==> src/slsi_pkg.sv <==
// Package with constants and carrier types for the strap latch and status indicator block.
package slsi_pkg;

   // ****************************************************************
   // Sizes and reset values
   // ****************************************************************
   localparam int SLSI_NPINS = 5;
   localparam logic [4:0] SLSI_ADDR_RST = 5'h00;
   localparam logic [4:0] SLSI_ADDR_FLOAT = 5'h00;
   localparam logic [1:0] SLSI_SETTLE_RST = 2'h0;
   localparam logic [1:0] SLSI_SETTLE_CYC = 2'h2;

   // ****************************************************************
   // Types
   // ****************************************************************
   typedef enum logic [1:0] {
      SLSI_ST_RESET = 2'b00,
      SLSI_ST_SETTLE = 2'b01,
      SLSI_ST_DRIVE = 2'b10
   } slsi_state_t;

   // Indications in pin order: activity, collision, link ok, tx, rx.
   typedef struct packed {
      logic rx_active;
      logic tx_active;
      logic link_ok;
      logic collision;
      logic activity;
   } slsi_ind_t;

   typedef struct packed {
      logic [4:0] pin_o;
      logic [4:0] pin_oe;
   } slsi_pins_t;

   typedef struct packed {
      slsi_state_t state;
      logic [1:0] settle;
      logic [4:0] sync1;
      logic [4:0] sync2;
      logic [4:0] addr;
      logic addr_valid;
      slsi_pins_t pins;
   } slsi_regs_t;

endpackage

==> src/slsi_strap_led.sv <==
// Dual-purpose strap and status indicator pins with management address capture.
`timescale 1ns/1ps

// Operation
// - Pins are inputs during hardware reset; their level is captured on the fourth clock edge after release.
// - After capture every pin becomes an indicator output.
// - Software reset neither recaptures nor changes pin direction.
// - Captured levels form the management address.
// - Asserted indication drives the pin opposite to its captured level.
// - Captured address zero floats the MAC-side media interface outputs.
// - Indicators follow activity, collision, link, transmit, receive in pin order.
module slsi_strap_led (
   // Clock and reset
   input wire logic clock_i,
   input wire logic rstn_i,
   input wire logic soft_reset_i,
   // Strap and indicator pins
   input wire logic [4:0] strap_pin_i,
   output logic [4:0] strap_pin_o,
   output logic [4:0] strap_pin_oe_o,
   // Link monitoring indications
   input wire slsi_pkg::slsi_ind_t ind_i,
   // Management address and media interface control
   output logic [4:0] mgmt_addr_o,
   output logic addr_valid_o,
   output logic mii_float_o
);
   import slsi_pkg::*;

   slsi_regs_t q_r;
   slsi_regs_t q_nxt;

   // ****************************************************************
   // Indicator levels
   // ****************************************************************
   // A pin rests at its strapped level, which keeps its LED dark, and swings to
   // the opposite level only while its indication is asserted.
   function automatic logic slsi_drive_bit(input logic strapped, input logic asserted);
      logic level;
      level = strapped;
      if (asserted) begin
         level = ~strapped;
      end
      return level;
   endfunction

   logic [4:0] drive_lvl;

   for (genvar p = 0; p < SLSI_NPINS; p++) begin : g_pin
      assign drive_lvl[p] = slsi_drive_bit(q_r.addr[p], ind_i[p]);

   end

   // ****************************************************************
   // Next state
   // ****************************************************************
   always_comb begin
      q_nxt = q_r;
      q_nxt.sync1 = strap_pin_i;
      q_nxt.sync2 = q_r.sync1;
      case (q_r.state)
         SLSI_ST_RESET: begin
            // Pins stay inputs; wait for the synchroniser to fill after release.
            q_nxt.pins.pin_oe = '0;
            q_nxt.pins.pin_o = '0;
            q_nxt.addr = SLSI_ADDR_RST;
            q_nxt.addr_valid = 1'b0;
            q_nxt.settle = q_r.settle + 2'h1;
            if (q_r.settle == SLSI_SETTLE_CYC) begin
               q_nxt.state = SLSI_ST_SETTLE;
            end
         end
         SLSI_ST_SETTLE: begin
            q_nxt.pins.pin_oe = '0;
            q_nxt.addr = q_r.sync2;
            q_nxt.addr_valid = 1'b1;
            q_nxt.state = SLSI_ST_DRIVE;
         end
         SLSI_ST_DRIVE: begin
            // Software reset is not a term here, so direction and address hold.
            q_nxt.pins.pin_oe = '1;
            q_nxt.pins.pin_o = drive_lvl;
         end
         default: begin
            q_nxt.state = SLSI_ST_RESET;
         end
      endcase
   end

   // ****************************************************************
   // Registers
   // ****************************************************************
   always_ff @(posedge clock_i or negedge rstn_i) begin
      if (!rstn_i) begin
         q_r.state <= SLSI_ST_RESET;
         q_r.settle <= SLSI_SETTLE_RST;
         q_r.sync1 <= '0;
         q_r.sync2 <= '0;
         q_r.addr <= SLSI_ADDR_RST;
         q_r.addr_valid <= 1'b0;
         q_r.pins <= '0;
      end else begin
         q_r <= q_nxt;
      end
   end

   // ****************************************************************
   // Outputs
   // ****************************************************************
   assign strap_pin_o = q_r.pins.pin_o;
   assign strap_pin_oe_o = q_r.pins.pin_oe;
   assign mgmt_addr_o = q_r.addr;
   assign addr_valid_o = q_r.addr_valid;
   assign mii_float_o = q_r.addr_valid && (q_r.addr == SLSI_ADDR_FLOAT);
endmodule

==> config.mk <==
export PLATFORM = sky130hd
export DESIGN_NAME = slsi_strap_led
export DESIGN_NICKNAME = d
export VERILOG_FILES = /design/src/slsi_pkg.sv /design/src/slsi_strap_led.sv
export SDC_FILE = /design/constraint.sdc
export NUM_CORES = 1
export LEC_CHECK = 0
export ABC_AREA = 0
export BUFFER_PORTS_ARGS = -buffer_cell sky130_fd_sc_hd__buf_2
export CORE_AREA = 5 5 52 54
export CTS_CLUSTER_DIAMETER = 50
export DETAILED_ROUTE_END_ITERATION = 16
export DIE_AREA = 0 0 57 59
export PLACE_DENSITY = 0.74
export REMOVE_ABC_BUFFERS = 1
export SLEW_MARGIN = 40
export SYNTH_ARGS = -nofsm -noshare
export SYNTH_HDL_FRONTEND = slang
export SYNTH_SLANG_ARGS = --single-unit
export TNS_END_PERCENT = 20
==> constraint.sdc <==
create_clock -name clock_i -period 1.2 [get_ports clock_i]
set_input_delay 0.12 -clock clock_i [delete_from_list [all_inputs] [get_ports clock_i]]
set_output_delay 0.12 -clock clock_i [all_outputs]
set_load 0.03 [all_outputs]
==> summary.txt <==
Run status
  – Status: finished with violations
  – Failing checks: negative setup slack

Yosys
  – #FFs+latches synth: 26
  – Ys flop type: dfrtp_1
  – Ys async rst share: 100%
  – Yosys cell types: 19
  – Synth area leader: dfrtp_1
  – Top cell type's share of synthesized area: 64.1%
  – Synth Instances: 80
  – Synth warn: 0
  – Post-synth EDFFs: 0
  – Most instantiated cells after synthesis: dfrtp_1, buf_4, nand2_1, o21ai_0, xnor2_1
  – Sequential share of the synthesized area: between 60% and 70%
  – Syn Area/Cell: ~13 um2
  – Post-Synthesis Cell Area: about 1000 um2
  – Cell with the most instances after synthesis: dfrtp_1
  – Synth area leaders: dfrtp_1, buf_4, xnor2_1

Finish
  – Final core occ: ~56%
  – Layout cells sized above 1: a little under two fifths
  – Post-route cell area: 1210 um2
  – Reg area: 651 um2
  – Fin nets: roughly 120
  – Layout area overhead: 19.1%
  – Multi-input logic area: about 240 um2
  – Fillers: slightly below 200
  – N_diodes: 0

Drt
  – Routed wire per std cell: roughly 12 um
  – Drt via density: around 4.6
  – WL final: ~1600 um
  – ANT nets after route: 0
  – DRC violations left: 0
  – First-pass detailed-route iteration total: 3
  – Iter 0 DRT Violations: 4
  – Via count: just over 600

Setup path
  – Required time of the worst setup path: between 1 and 1.5 ns
  – CP bufs+invs: 1
  – Cells along the critical path: or4b_4, nor3_2, buf_4
  – CP top delay family: simple AND/OR/NAND/NOR gates
  – CP peak stage delay: 0.53 ns
  – Worst Setup End Kind: primary output
  – CP Max Fanout: 2
  – Crit start category: flip-flop
  – Critical Path Start: mgmt_addr_o[3]$_DFFE_PN0P_
  – Worst Reg-to-Reg Cells: 3
  – Crit path kind: reg2out
  – Levels on crit path: 3
  – FF-to-FF Start: q_r[28]$_DFFE_PN0P_
  – CP Data Arrival Time: approximately 1.5 ns
  – Critical-path top delay cell: or4b_4

Timing
  – Normalized max-slew margin: between 60 and 70%
  – Fin crit period: 1.64 ns
  – RSZ-0062 raised after global routing: yes
  – Clock Skew: between 0.004 and 0.005 ns
  – Slew Viols, Final: 0
  – Tightest Pin Transition: about 0.55 ns
  – Fmax achieved: between 0.6 and 0.7 GHz
  – Ratio of final minimum period to clock period: 137%
  – Hold Vio Cnt, Final: 0
  – Final WS setup: -0.438 ns
  – Setup Viol. Count Final: 1

Floorplanning
  – Die width: approximately 57 um
  – Placement row count: 17
  – Height of the die: around 59 um
  – Die ar.: around 3400 um2
  – Initial core utilization: a little under half
  – Num ports: 30
  – Core Footprint: between 2000 and 2500 um2

Flow run
  – Max-Cap Viols: 0

Worst hold path
  – Hold path depth: 3
  – Worst hold path type: in2reg
  – Worst hold start: ind_i[1]

Global route
  – Total track usage: between 10% and 20%
  – Vias in the first global route: 670
  – First-pass GRT wire length: 2870 um
  – Largest net degree at the start of global routing: 27
  – Total grt overflow: 0
  – Antenna violations before repair: 0

Pwr
  – Pwr Density: around 1200 nW/um2
  – Pleak: roughly 0.56 nW
  – Worst vdd ir: between 1 and 1.5 mV
  – Total power: approximately 0.0015 W

Placement
  – Post-detail-place hpwl: 1190 um
  – Port-buffer cells: 28
  – Area after DPL: between 1000 and 1500 um2
  – GPL Wtd Cong: between 0.7 and 0.8

Clock network
  – Setup Buffers After CTS: 0
  – CTS H-Tree Depth: 1
  – Clock Latency Late Sink: around 0.31 ns
  – CTS tree: done
  – CTS buffer count: 3
  – CTS Buffer Depth: 2
  – Clk slew on worst S/H paths: around 0.12 ns
  – Clock Root Buffer: clkbuf_4
  – Clock Sink Count: 26
-- final cells by class --
| type | instances | share of cell area, % |
|---|---|---|
| Sequential cell | 26 | 53.8 |
| Timing Repair Buffer | 41 | 21.1 |
| Multi-Input combinational cell | 35 | 19.7 |
| Tap cell | 28 | 2.90 |
| Clock buffer | 3 | 1.86 |
| Inverter | 2 | 0.621 |
-- flip-flops by register name, summed over array words and instances (netlist names) --
name,flops
q_r,9
mgmt_addr_o,5
q_nxt,5
strap_pin_o,5
addr_valid_o,1
strap_pin_oe_o,1
-- per-layer routing --
metal,global-route usage [%],wire [um]
met1,12.0,610
met3,2.61,106
met5,0,0
met2,20.1,835
met4,4.64,16
-- logic make-up (layout without fill, tap and decap cells) --
family	count (synthesis)	count (layout)	share of synthesized area, %
AND/OR/NAND/NOR	14	14	7.40
buffers and inverters	19	46	12.8
AO/OA/AOI/OAI	14	14	9.25
flip-flops	26	26	64.1
XOR/XNOR	6	6	5.18
adder cells (fa/ha/maj)	1	1	1.23
-- cells in the final DEF (no fill, tap or decap), types with 2 or more instances in the layout --
cell,instances
dlygate4sd3_1,6
xnor2_1,6
a22o_1,3
buf_4,8
o21ai_0,7
buf_2,27
nand2_1,7
nand2b_1,2
inv_1,2
dfrtp_1,26
clkbuf_4,3
-- final timing paths --
path / endpoint / slack, ns
max: mii_float_o / -0.44
min: strap_pin_o[1]$_DFFE_PN0P_ / 0.09
max reg2reg: mgmt_addr_o[3]$_DFFE_PN0P_ / 0.12
min reg2reg: q_r[17]$_DFF_PN0_ / 0.36
max in group asynchronous: q_r[27]$_DFFE_PN0N_ / 0.52
min in group asynchronous: q_nxt[17]$_DFF_PN0_ / 0.32
-- worst register-to-register path, stage by stage, from the launching register on --
cell and delay (ns):
dfrtp_1 0.47, nor2b_1 0.16, buf_4 0.15, a22o_2 0.20
-- power breakdown --
| group | internal, W | switching (W) |
|---|---|---|
| Clock | 0.000117 | 0.000224 |
| Sequential | 0.000918 | 0.0000194 |
| Combinational | 0.0000725 | 0.000104 |
-- what timing repair did --
action                                 in CTS  in global routing
hold buffers                                6                  0
gates resized for setup                     2                  0
endpoints found under the hold margin      31                  0
setup endpoints to repair                   1                  2
-- per-stage QoR --
| step | setup WS [ns] | setup TNS, ns | hold slack [ns] | cells |
|---|---|---|---|---|
| 3_5_place_dp | -0.131 | -0.131 | 0.144 | 126 |
| 5_1_grt | -0.516 | -0.520 | 0.0831 | 135 |
| 6_report | -0.438 | -0.438 | 0.0948 | 135 |
| 4_1_cts | -0.465 | -0.465 | 0.0903 | 135 |
| 2_1_floorplan | -0.386 | -1.29 | -0.176 | 63 |
| 3_3_place_gp | -0.132 | -0.132 | 0.129 | 126 |
No activity file was read; power rests on OpenSTA's default activity.
